==> src/shared/omf_defs.svh <==
/*
 * Constants of the option microword block: field positions of the 24-bit
 * option microword, the floating-point control word, microbus layout.
 * Assumes it is included by bare name from the package, which is compiled ahead of the design files.
 */
`ifndef OMF_DEFS_SVH
`define OMF_DEFS_SVH

`define OMF_MW_WIDTH        24
`define OMF_FPW_WIDTH       3
`define OMF_UBUS_WIDTH      44
`define OMF_DATA_WIDTH      16

// Option microword fields
`define OMF_BRANCH_LSB      0
`define OMF_BRANCH_MSB      3
`define OMF_BUF_CLK_EN      4
`define OMF_CNT_STEP_EN     5
`define OMF_CNT_LOAD_EN     6
`define OMF_CODE_LSB        7
`define OMF_CODE_MSB        9
`define OMF_CARRY_CLK_EN    10
`define OMF_OVFL_CLK_EN     11
`define OMF_NZ_CLK_EN       12
`define OMF_NZ_SEL_LSB      13
`define OMF_NZ_SEL_MSB      14
`define OMF_CV_SEL_LSB      15
`define OMF_CV_SEL_MSB      17
`define OMF_DIV_SEL_LSB     18
`define OMF_DIV_SEL_MSB     19
`define OMF_RD_SEL_LSB      20
`define OMF_RD_SEL_MSB      21
`define OMF_RD_STROBE       22

// Floating-point control word fields
`define OMF_HI_SEL_LSB      0
`define OMF_HI_SEL_MSB      1
`define OMF_LO_GATE         2

// Code that routes the low register top bit into the high register on a left shift
`define OMF_CODE_LINK       3'h5

// Microbus: register-address low bit, and the lines the option actively produces
`define OMF_UBUS_REG_LSB    9
`define OMF_UBUS_ACTIVE     44'h000_0000_FFFF

`define OMF_MW_RESET        24'h00_0000
`define OMF_DATA_RESET      16'h0000

`endif

==> src/shared/omf_pkg.sv <==
/*
 * Types of the option microword block.
 * Assumes omf_defs.svh is reachable on the include path.
 */
`include "omf_defs.svh"

package omf_pkg;

	// Shift-register mode, encoded as the select pair of a universal shifter
	typedef enum logic [1:0] {
		OMF_HOLD,
		OMF_SHIFT_RIGHT,
		OMF_SHIFT_LEFT,
		OMF_LOAD
	} omf_shift_t;

	typedef logic [`OMF_MW_WIDTH-1:0]   omf_mword_t;
	typedef logic [`OMF_DATA_WIDTH-1:0] omf_data_t;
	typedef logic [`OMF_UBUS_WIDTH-1:0] omf_ubus_t;

endpackage : omf_pkg

==> src/shared/omf_fp_if.sv <==
/*
 * Carrier between the microword control and the floating holding registers.
 * Assumes both ends run on the same ref_clk.
 */
`timescale 1ns/1ps

interface omf_fp_if;
	import omf_pkg::*;
	logic       step;
	omf_shift_t hi_sel;
	logic       lo_gate;
	omf_data_t  load_data;
	logic       carry_in;
	logic       div_bit0;
	logic       code_link;
	omf_data_t  hi_reg;
	omf_data_t  lo_reg;

	modport ctl  (output step, hi_sel, lo_gate, load_data, carry_in, div_bit0, code_link,
	              input hi_reg, lo_reg);
	modport regs (input step, hi_sel, lo_gate, load_data, carry_in, div_bit0, code_link,
	              output hi_reg, lo_reg);
endinterface : omf_fp_if

==> src/design/omf_microword.sv <==
/*
 * Option microword control: option microword register, phase-gated control
 * strobes, microbus drive toward the host, return-bus drivers and the
 * floating holding registers.
 * Assumes the host phase pulses, cycle end and microword clock are one-cycle
 * pulses produced on ref_clk by the host timing logic.
 */
// Behaviour
// - 24-bit microword registered from option store
// - Pointer bit 8 enable in own flip-flop
// - Store outputs enabled only by store select
// - No clear; load only on microword clock
// - Count step needs cycle end pulse
// - Count load needs phase one or two
// - Three-bit code field decoded for functions
// - Carry, overflow, neg/zero clock enables
// - Neg/zero and carry/overflow mux selects
// - Divisor register shift, load or hold
// - Read select plus strobe onto return bus
// - Page bit set: option drives microbus
// - Unproduced microbus bits driven low
// - 44 active-low open-collector lines; host terminates
// - Second argument pass forces even register
// - Holding registers load from buffer register
// - Holding registers step on phase one/two
// - Low register follows select when gated
// - Right shift: high bit 0 into low bit 15
// - Left: carry into low; right: divisor into high
// - High left input is low bit 15 on code 5
`timescale 1ns/1ps

module omf_microword (
	input  wire logic                ref_clk,
	input  wire logic                resetn,
	input  wire logic                phase_p1,
	input  wire logic                phase_p2,
	input  wire logic                phase_p3,
	input  wire logic                cycle_end_pulse,
	input  wire logic                microword_clock,
	input  wire logic                microprogram_page_bit,
	input  wire omf_pkg::omf_mword_t ustore_data,
	input  wire logic                ustore_bit8_enable,
	input  wire logic [2:0]          fp_store_data,
	input  wire omf_pkg::omf_ubus_t  host_format_word,
	input  wire logic                argument_even_force,
	input  wire omf_pkg::omf_data_t  read_word,
	input  wire omf_pkg::omf_data_t  option_buffer_register,
	input  wire logic                external_carry_flag,
	input  wire logic                divisor_bit0,
	output logic                     option_store_select,
	output logic                     pointer_bit8_clock_enable,
	output logic                     pointer_bit8_clock,
	output logic [3:0]               external_branch_field,
	output logic                     buffer_clock,
	output logic                     count_step,
	output logic                     count_load,
	output logic [7:0]               code_decode,
	output logic                     carry_flag_clock,
	output logic                     overflow_flag_clock,
	output logic                     neg_zero_flag_clock,
	output logic [1:0]               neg_zero_mux_select,
	output logic [2:0]               carry_overflow_mux_select,
	output omf_pkg::omf_shift_t      divisor_reg_select,
	output logic [1:0]               read_mux_select,
	output logic                     read_mux_strobe,
	output omf_pkg::omf_data_t       bus_rd_n_o,
	output omf_pkg::omf_data_t       bus_rd_n_oe,
	output omf_pkg::omf_ubus_t       bus_u_n_o,
	output omf_pkg::omf_ubus_t       bus_u_n_oe,
	output omf_pkg::omf_data_t       fp_high_shift_reg,
	output omf_pkg::omf_data_t       fp_low_shift_reg
);
	import omf_pkg::*;

	// One-hot decode of the general-purpose code field
	function automatic logic [7:0] code_onehot(input logic [2:0] code);
		code_onehot = 8'h01 << code;
	endfunction : code_onehot

	localparam logic MICROWORD_CLEAR = 1'b0;

	omf_mword_t mw_d;
	omf_mword_t mw_q;
	logic [2:0] fpw_d;
	logic [2:0] fpw_q;
	logic       bit8en_d;
	logic       bit8en_q;
	logic       sel_d;
	logic       sel_q;
	logic       ph12;
	logic       mw_load;
	logic [7:0] code_dec;

	// Option microword and its discrete pointer-bit flip-flop
	always_comb begin
		sel_d    = microprogram_page_bit;
		mw_load  = microword_clock & sel_q & !MICROWORD_CLEAR;
		mw_d     = mw_q;
		fpw_d    = fpw_q;
		bit8en_d = bit8en_q;
		if (mw_load) begin
			mw_d     = ustore_data;
			fpw_d    = fp_store_data;
			bit8en_d = ustore_bit8_enable;
		end
	end

	always_ff @(posedge ref_clk or negedge resetn) begin
		if (!resetn) begin
			sel_q    <= 1'b0;
			mw_q     <= `OMF_MW_RESET;
			fpw_q    <= 3'h0;
			bit8en_q <= 1'b0;
		end else begin
			sel_q    <= sel_d;
			mw_q     <= mw_d;
			fpw_q    <= fpw_d;
			bit8en_q <= bit8en_d;
		end
	end

	assign ph12     = phase_p1 | phase_p2;
	assign code_dec = code_onehot(mw_q[`OMF_CODE_MSB:`OMF_CODE_LSB]);

	// Registered control strobes and fields
	logic       b8clk_d, bufclk_d, step_d, load_d, cclk_d, vclk_d, nzclk_d, strobe_d;
	logic       b8clk_q, bufclk_q, step_q, load_q, cclk_q, vclk_q, nzclk_q, strobe_q;
	logic [3:0] branch_d, branch_q;
	logic [7:0] dec_d, dec_q;
	logic [1:0] nzsel_d, nzsel_q, rdsel_d, rdsel_q;
	logic [2:0] cvsel_d, cvsel_q;
	omf_shift_t divsel_d, divsel_q;

	always_comb begin
		b8clk_d  = bit8en_q & microword_clock;
		bufclk_d = mw_q[`OMF_BUF_CLK_EN] & phase_p3;
		step_d   = mw_q[`OMF_CNT_STEP_EN] & cycle_end_pulse;
		load_d   = mw_q[`OMF_CNT_LOAD_EN] & ph12;
		cclk_d   = mw_q[`OMF_CARRY_CLK_EN] & ph12;
		vclk_d   = mw_q[`OMF_OVFL_CLK_EN] & ph12;
		nzclk_d  = mw_q[`OMF_NZ_CLK_EN] & ph12;
		branch_d = mw_q[`OMF_BRANCH_MSB:`OMF_BRANCH_LSB];
		dec_d    = code_dec;
		nzsel_d  = mw_q[`OMF_NZ_SEL_MSB:`OMF_NZ_SEL_LSB];
		cvsel_d  = mw_q[`OMF_CV_SEL_MSB:`OMF_CV_SEL_LSB];
		divsel_d = omf_shift_t'(mw_q[`OMF_DIV_SEL_MSB:`OMF_DIV_SEL_LSB]);
		rdsel_d  = mw_q[`OMF_RD_SEL_MSB:`OMF_RD_SEL_LSB];
		strobe_d = mw_q[`OMF_RD_STROBE];
	end

	always_ff @(posedge ref_clk or negedge resetn) begin
		if (!resetn) begin
			b8clk_q  <= 1'b0;
			bufclk_q <= 1'b0;
			step_q   <= 1'b0;
			load_q   <= 1'b0;
			cclk_q   <= 1'b0;
			vclk_q   <= 1'b0;
			nzclk_q  <= 1'b0;
			branch_q <= 4'h0;
			dec_q    <= 8'h00;
			nzsel_q  <= 2'h0;
			cvsel_q  <= 3'h0;
			divsel_q <= OMF_HOLD;
			rdsel_q  <= 2'h0;
			strobe_q <= 1'b0;
		end else begin
			b8clk_q  <= b8clk_d;
			bufclk_q <= bufclk_d;
			step_q   <= step_d;
			load_q   <= load_d;
			cclk_q   <= cclk_d;
			vclk_q   <= vclk_d;
			nzclk_q  <= nzclk_d;
			branch_q <= branch_d;
			dec_q    <= dec_d;
			nzsel_q  <= nzsel_d;
			cvsel_q  <= cvsel_d;
			divsel_q <= divsel_d;
			rdsel_q  <= rdsel_d;
			strobe_q <= strobe_d;
		end
	end

	// Open-collector drivers: a line is pulled low where the enable is set
	omf_ubus_t ubus_oe_d, ubus_oe_q;
	omf_data_t rd_oe_d, rd_oe_q;

	always_comb begin
		ubus_oe_d = '0;
		if (microprogram_page_bit) begin
			ubus_oe_d = ~(host_format_word & `OMF_UBUS_ACTIVE);
			if (argument_even_force)
				ubus_oe_d[`OMF_UBUS_REG_LSB] = 1'b1;
		end
		rd_oe_d = strobe_q ? read_word : '0;
	end

	always_ff @(posedge ref_clk or negedge resetn) begin
		if (!resetn) begin
			ubus_oe_q <= '0;
			rd_oe_q   <= '0;
		end else begin
			ubus_oe_q <= ubus_oe_d;
			rd_oe_q   <= rd_oe_d;
		end
	end

	// Floating holding registers
	omf_fp_if fp_bus ();

	assign fp_bus.step      = ph12;
	assign fp_bus.hi_sel    = omf_shift_t'(fpw_q[`OMF_HI_SEL_MSB:`OMF_HI_SEL_LSB]);
	assign fp_bus.lo_gate   = fpw_q[`OMF_LO_GATE];
	assign fp_bus.load_data = option_buffer_register;
	assign fp_bus.carry_in  = external_carry_flag;
	assign fp_bus.div_bit0  = divisor_bit0;
	assign fp_bus.code_link = code_dec[`OMF_CODE_LINK];

	omf_fp_shift_regs u_fp (
		.ref_clk (ref_clk),
		.resetn  (resetn),
		.fp      (fp_bus)
	);

	assign option_store_select       = sel_q;
	assign pointer_bit8_clock_enable = bit8en_q;
	assign pointer_bit8_clock        = b8clk_q;
	assign external_branch_field     = branch_q;
	assign buffer_clock              = bufclk_q;
	assign count_step                = step_q;
	assign count_load                = load_q;
	assign code_decode               = dec_q;
	assign carry_flag_clock          = cclk_q;
	assign overflow_flag_clock       = vclk_q;
	assign neg_zero_flag_clock       = nzclk_q;
	assign neg_zero_mux_select       = nzsel_q;
	assign carry_overflow_mux_select = cvsel_q;
	assign divisor_reg_select        = divsel_q;
	assign read_mux_select           = rdsel_q;
	assign read_mux_strobe           = strobe_q;
	assign bus_rd_n_o                = '0;
	assign bus_rd_n_oe               = rd_oe_q;
	assign bus_u_n_o                 = '0;
	assign bus_u_n_oe                = ubus_oe_q;
	assign fp_high_shift_reg         = fp_bus.hi_reg;
	assign fp_low_shift_reg          = fp_bus.lo_reg;
endmodule : omf_microword

==> src/design/omf_fp_shift_regs.sv <==
/*
 * Floating high and low 16-bit holding/shift registers.
 * Assumes the step strobe is the combined first/second phase pulse.
 */
`timescale 1ns/1ps

module omf_fp_shift_regs (
	input  wire logic ref_clk,
	input  wire logic resetn,
	omf_fp_if.regs    fp
);
	import omf_pkg::*;

	omf_data_t  hi_d;
	omf_data_t  lo_d;
	omf_data_t  hi_q;
	omf_data_t  lo_q;
	omf_shift_t lo_sel;

	always_comb begin
		lo_sel = fp.lo_gate ? fp.hi_sel : OMF_HOLD;
		hi_d   = hi_q;
		lo_d   = lo_q;
		if (fp.step) begin
			case (fp.hi_sel)
				OMF_LOAD:        hi_d = fp.load_data;
				OMF_SHIFT_RIGHT: hi_d = {fp.div_bit0, hi_q[15:1]};
				OMF_SHIFT_LEFT:  hi_d = {hi_q[14:0], fp.code_link & lo_q[15]};
				default:         hi_d = hi_q;
			endcase
			case (lo_sel)
				OMF_LOAD:        lo_d = fp.load_data;
				OMF_SHIFT_RIGHT: lo_d = {hi_q[0], lo_q[15:1]};
				OMF_SHIFT_LEFT:  lo_d = {lo_q[14:0], fp.carry_in};
				default:         lo_d = lo_q;
			endcase
		end
	end

	always_ff @(posedge ref_clk or negedge resetn) begin
		if (!resetn) begin
			hi_q <= `OMF_DATA_RESET;
			lo_q <= `OMF_DATA_RESET;
		end else begin
			hi_q <= hi_d;
			lo_q <= lo_d;
		end
	end

	assign fp.hi_reg = hi_q;
	assign fp.lo_reg = lo_q;
endmodule : omf_fp_shift_regs

==> config.mk <==
export PLATFORM = sky130hd
export DESIGN_NAME = omf_microword
export DESIGN_NICKNAME = d
export VERILOG_FILES = /design/src/shared/omf_pkg.sv /design/src/shared/omf_fp_if.sv /design/src/design/omf_microword.sv /design/src/design/omf_fp_shift_regs.sv
export VERILOG_INCLUDE_DIRS = /design/src /design/src/shared
export SDC_FILE = /design/constraint.sdc
export NUM_CORES = 1
export LEC_CHECK = 0
export BUFFER_PORTS_ARGS = -buffer_cell sky130_fd_sc_hd__buf_2
export CAP_MARGIN = 20
export CORE_AREA = 2 2 117 119
export CTS_CLUSTER_DIAMETER = 50
export CTS_CLUSTER_SIZE = 12
export DETAILED_ROUTE_END_ITERATION = 8
export DIE_AREA = 0 0 119 121
export PLACE_DENSITY = 0.75
export SETUP_SLACK_MARGIN = 0.05
export SYNTH_ARGS = -nofsm -noshare
export SYNTH_HDL_FRONTEND = slang
export SYNTH_SLANG_ARGS = --single-unit
export TNS_END_PERCENT = 1
==> constraint.sdc <==
create_clock -name ref_clk -period 2 [get_ports ref_clk]
set_input_delay 0.1 -clock ref_clk [delete_from_list [all_inputs] [get_ports ref_clk]]
set_output_delay 0.1 -clock ref_clk [all_outputs]
set_load 0.03 [all_outputs]
==> flow_summary.ini <==
[grt]
antenna_found_initial = 0
grt_max_degree = 72
grt_pass1_wl_um = 20800
grt-ovfl-total = 0
grt_pass1_vias = 4126
grt_usage_pct = 18.5

[run]
cap_violations = 0

[cts]
clk_latency_ps = 410
clk_pin_slew_ps = 60
cts_max_level = 4
cts_made_buffers = 17
cts_sinks = 121
cts_setup_buffers = 0
cts_root_buf = clkbuf_16
cts_tree = done
cts_buffer_depth = 2

[yosys]
async_reset_ff_share_pct = 100
synth_top_family_by_area = buffers and inverters
yosysUniqueCellTypes = 31
synthTopCellsByArea = dfrtp_1, buf_4, mux2_2
yosysTopAreaCell = dfrtp_1
synthFlopType = dfrtp_1
synth_top_area_share_pct = 55.7
synth_compound_area_share_pct = 12.1
synthXorXnorAreaFrac_pct = 0
syn_area_per_cell_um2 = 12.0
synth_edf_count = 0
yosys_warnings = 0
synth_mux_area_share_pct = 5.59
yosys.area_share.adder_pct = 1.38
synth_seq_cells = 121
synthSimpleGateAreaFrac_pct = 9.96
netlist_area_um2 = 5440
netlist_instances = 455
synth_seq_area_share_pct = 55.7

[timing]
maxSlewHeadroom_pct = 54.8
fin_crit_ps = 1740
fin_crit_sh_pct = 87.0
setup_tns_ps = 0
hold_violations = 0
drv_slew = 0
clock-skew-final_ps = 7.91
fmax_mhz = 575
setup_violations = 0
rsz0062_at_grt = false
worst_pin_slew_ps = 675

[die]
fp.dieH_um = 121
dieArea_um2 = 14400
start_util_pct = 41.6
pin_count = 298
rows = 42
die_w_um = 119
coreArea_um2 = 13100

[detailed_routing]
drt_iter0_markers = 232
routed_via_density = 4.61
drc = 0
drtPass1Iterations = 5
wl_per_cell_um = 14.9
drt-total-wl_um = 13300
vias = 4116
antenna_left = 0

[layout]
multiInputGateArea_um2 = 1800
regMostFlops = mw_q
synthToLayoutAreaGrowth_pct = 37.4
ff_latch_area_um2 = 3030
drive_gt1_share_pct = 39.2
fin_nets = 824
largest_reg_flops = 23
design_area_um2 = 7470
antenna_cells = 0
finish.utilization_pct = 57.1
nFillCells = 1050

[power_and_ir_drop]
pwr-share-seq_pct = 36.3
p_total_uw = 9340
peakVddDrop_uv = 635
p_int_uw = 5830
sw_frac_of_total_pct = 37.5
p_comb_share_pct = 31.0
pwr-share-clk_pct = 32.7
p_sw_uw = 3500
p_leak_uw = 0.00385
p_per_area_nw_per_um2 = 1250

[critical_path]
r2r_setup_slack_ps = 260
critPathLaunch = fpw_q[1]$_DFFE_PN0P_
critPathMaxFanout = 16
setup.worst_path.end_class = flop
r2r_end = u_fp.fp.hi_reg[12]$_DFFE_PN0P_
worst_ep_required_time_ps = 2350
crit_arrival_ps = 2090
ff2ff_path_depth = 5
r2r_start = fpw_q[1]$_DFFE_PN0P_
path_class = reg -> reg
worstSetupStartpointType = flop

[worst_hold_path]
whs_path_depth = 3
hold_path.class = in -> reg
hp-start = option_buffer_register[8]
whs_endpoint = u_fp.fp.lo_reg[8]$_DFFE_PN0P_

[placed_design]
dpl.hpwl_um = 8810
portBuffers = 208
gp_congestion = 0.853
place_area_um2 = 6180

[outcome]
status = finished, final reports clean
[cells in the mapped netlist (all sizes together), types with 2 or more instances]
cell	instances
a211oi	15
o21bai	2
dfrtp	121
mux2	27
nor3b	3
clkbuf	4
o31ai	17
ha	6
nand2	20
and2	20
nor2	18
a22oi	15
a221oi	16
and3b	2
nor2b	35
inv	5
a21o	15
buf	108
[kinds of logic after synthesis]
group                      count (synthesis)
buffers and inverters                    117
other                                      1
adders and majority gates                  6
AOI/OAI and AO/OA                         83
muxes                                     27
DFF                                      121
and+or+nand+nor                          100
[worst max path at each step]
stage,to,cells past startpoint
2_1_floorplan,mw_q[10]$_DFFE_PN0P_,3
3_3_place_gp,u_fp.fp.hi_reg[15]$_DFFE_PN0P_,5
3_5_place_dp,u_fp.fp.hi_reg[12]$_DFFE_PN0P_,5
4_1_cts,u_fp.fp.hi_reg[12]$_DFFE_PN0P_,5
5_1_grt,u_fp.fp.hi_reg[13]$_DFFE_PN0P_,5
6_report,u_fp.fp.hi_reg[12]$_DFFE_PN0P_,5
[routing by layer]
layer | vias up | wire length [um] | global-route usage, %
li1 | 1914 | - | -
met4 | 0 | 294 | 8.48
met5 | - | 0 | 0
met1 | 1979 | 5090 | 21.1
met3 | 27 | 979 | 6.63
met2 | 196 | 6920 | 31.1
[layout make-up]
type | instances | area share, %
sequential | 121 | 40.5
tap | 176 | 2.95
multi-input combinational | 276 | 24.1
timing repair buffer | 282 | 24.1
clock inverter | 14 | 2.13
inverter | 5 | 0.251
clock buffer | 18 | 5.88
[placed cells by master, fill, tap and decap left out, drive strengths merged, types with 2 or more instances in the layout]
cell type and instances:
buf 216, dfrtp 121, dlygate4sd3 66, conb 60
nor2b 35, mux2 27, and2 20, nand2 20
nor2 18, clkbuf 18, o31ai 17, a221oi 16
a22oi 15, a211oi 15, a21o 15, inv 12
ha 6, nor3b 3, clkinv 3, o21bai 2
bufinv 2, clkinvlp 2, and3b 2
[through the flow]
| stage | hold slack [ps] | cells | setup WS, ps |
|---|---|---|---|
| 5_1_grt | 18.6 | 892 | 97.3 |
| 3_5_place_dp | -7.56 | 792 | 274 |
| 2_1_floorplan | -196 | 514 | 186 |
| 4_1_cts | 11.9 | 890 | 253 |
| 3_3_place_gp | -14.0 | 792 | 355 |
| 6_report | 29.7 | 892 | 260 |
[what timing repair did]
action | CTS | global route
resized for setup | 0 | 0
setup endpoints to repair | 0 | 0
endpoints found under the hold margin | 185 | 0
hold buffers | 66 | 0
[critical path: stages (launching register included)]
cell and delay [ps]:
dfrtp_1 430, inv_1 110, ha_1 530, a22oi_1 170
a211oi_1 320, a21o_1 120
[power by group through the flow]
stage | Combinational [uW] | Sequential (uW) | Clock [uW]
after floorplan | 1250 | 4190 | 0
after global placement | 2720 | 3400 | 0
after detailed placement | 2780 | 3420 | 0
after CTS | 2880 | 3380 | 3130
after global routing | 3100 | 3460 | 3230
final | 2890 | 3390 | 3060
Power figures use the tool's default switching activity.
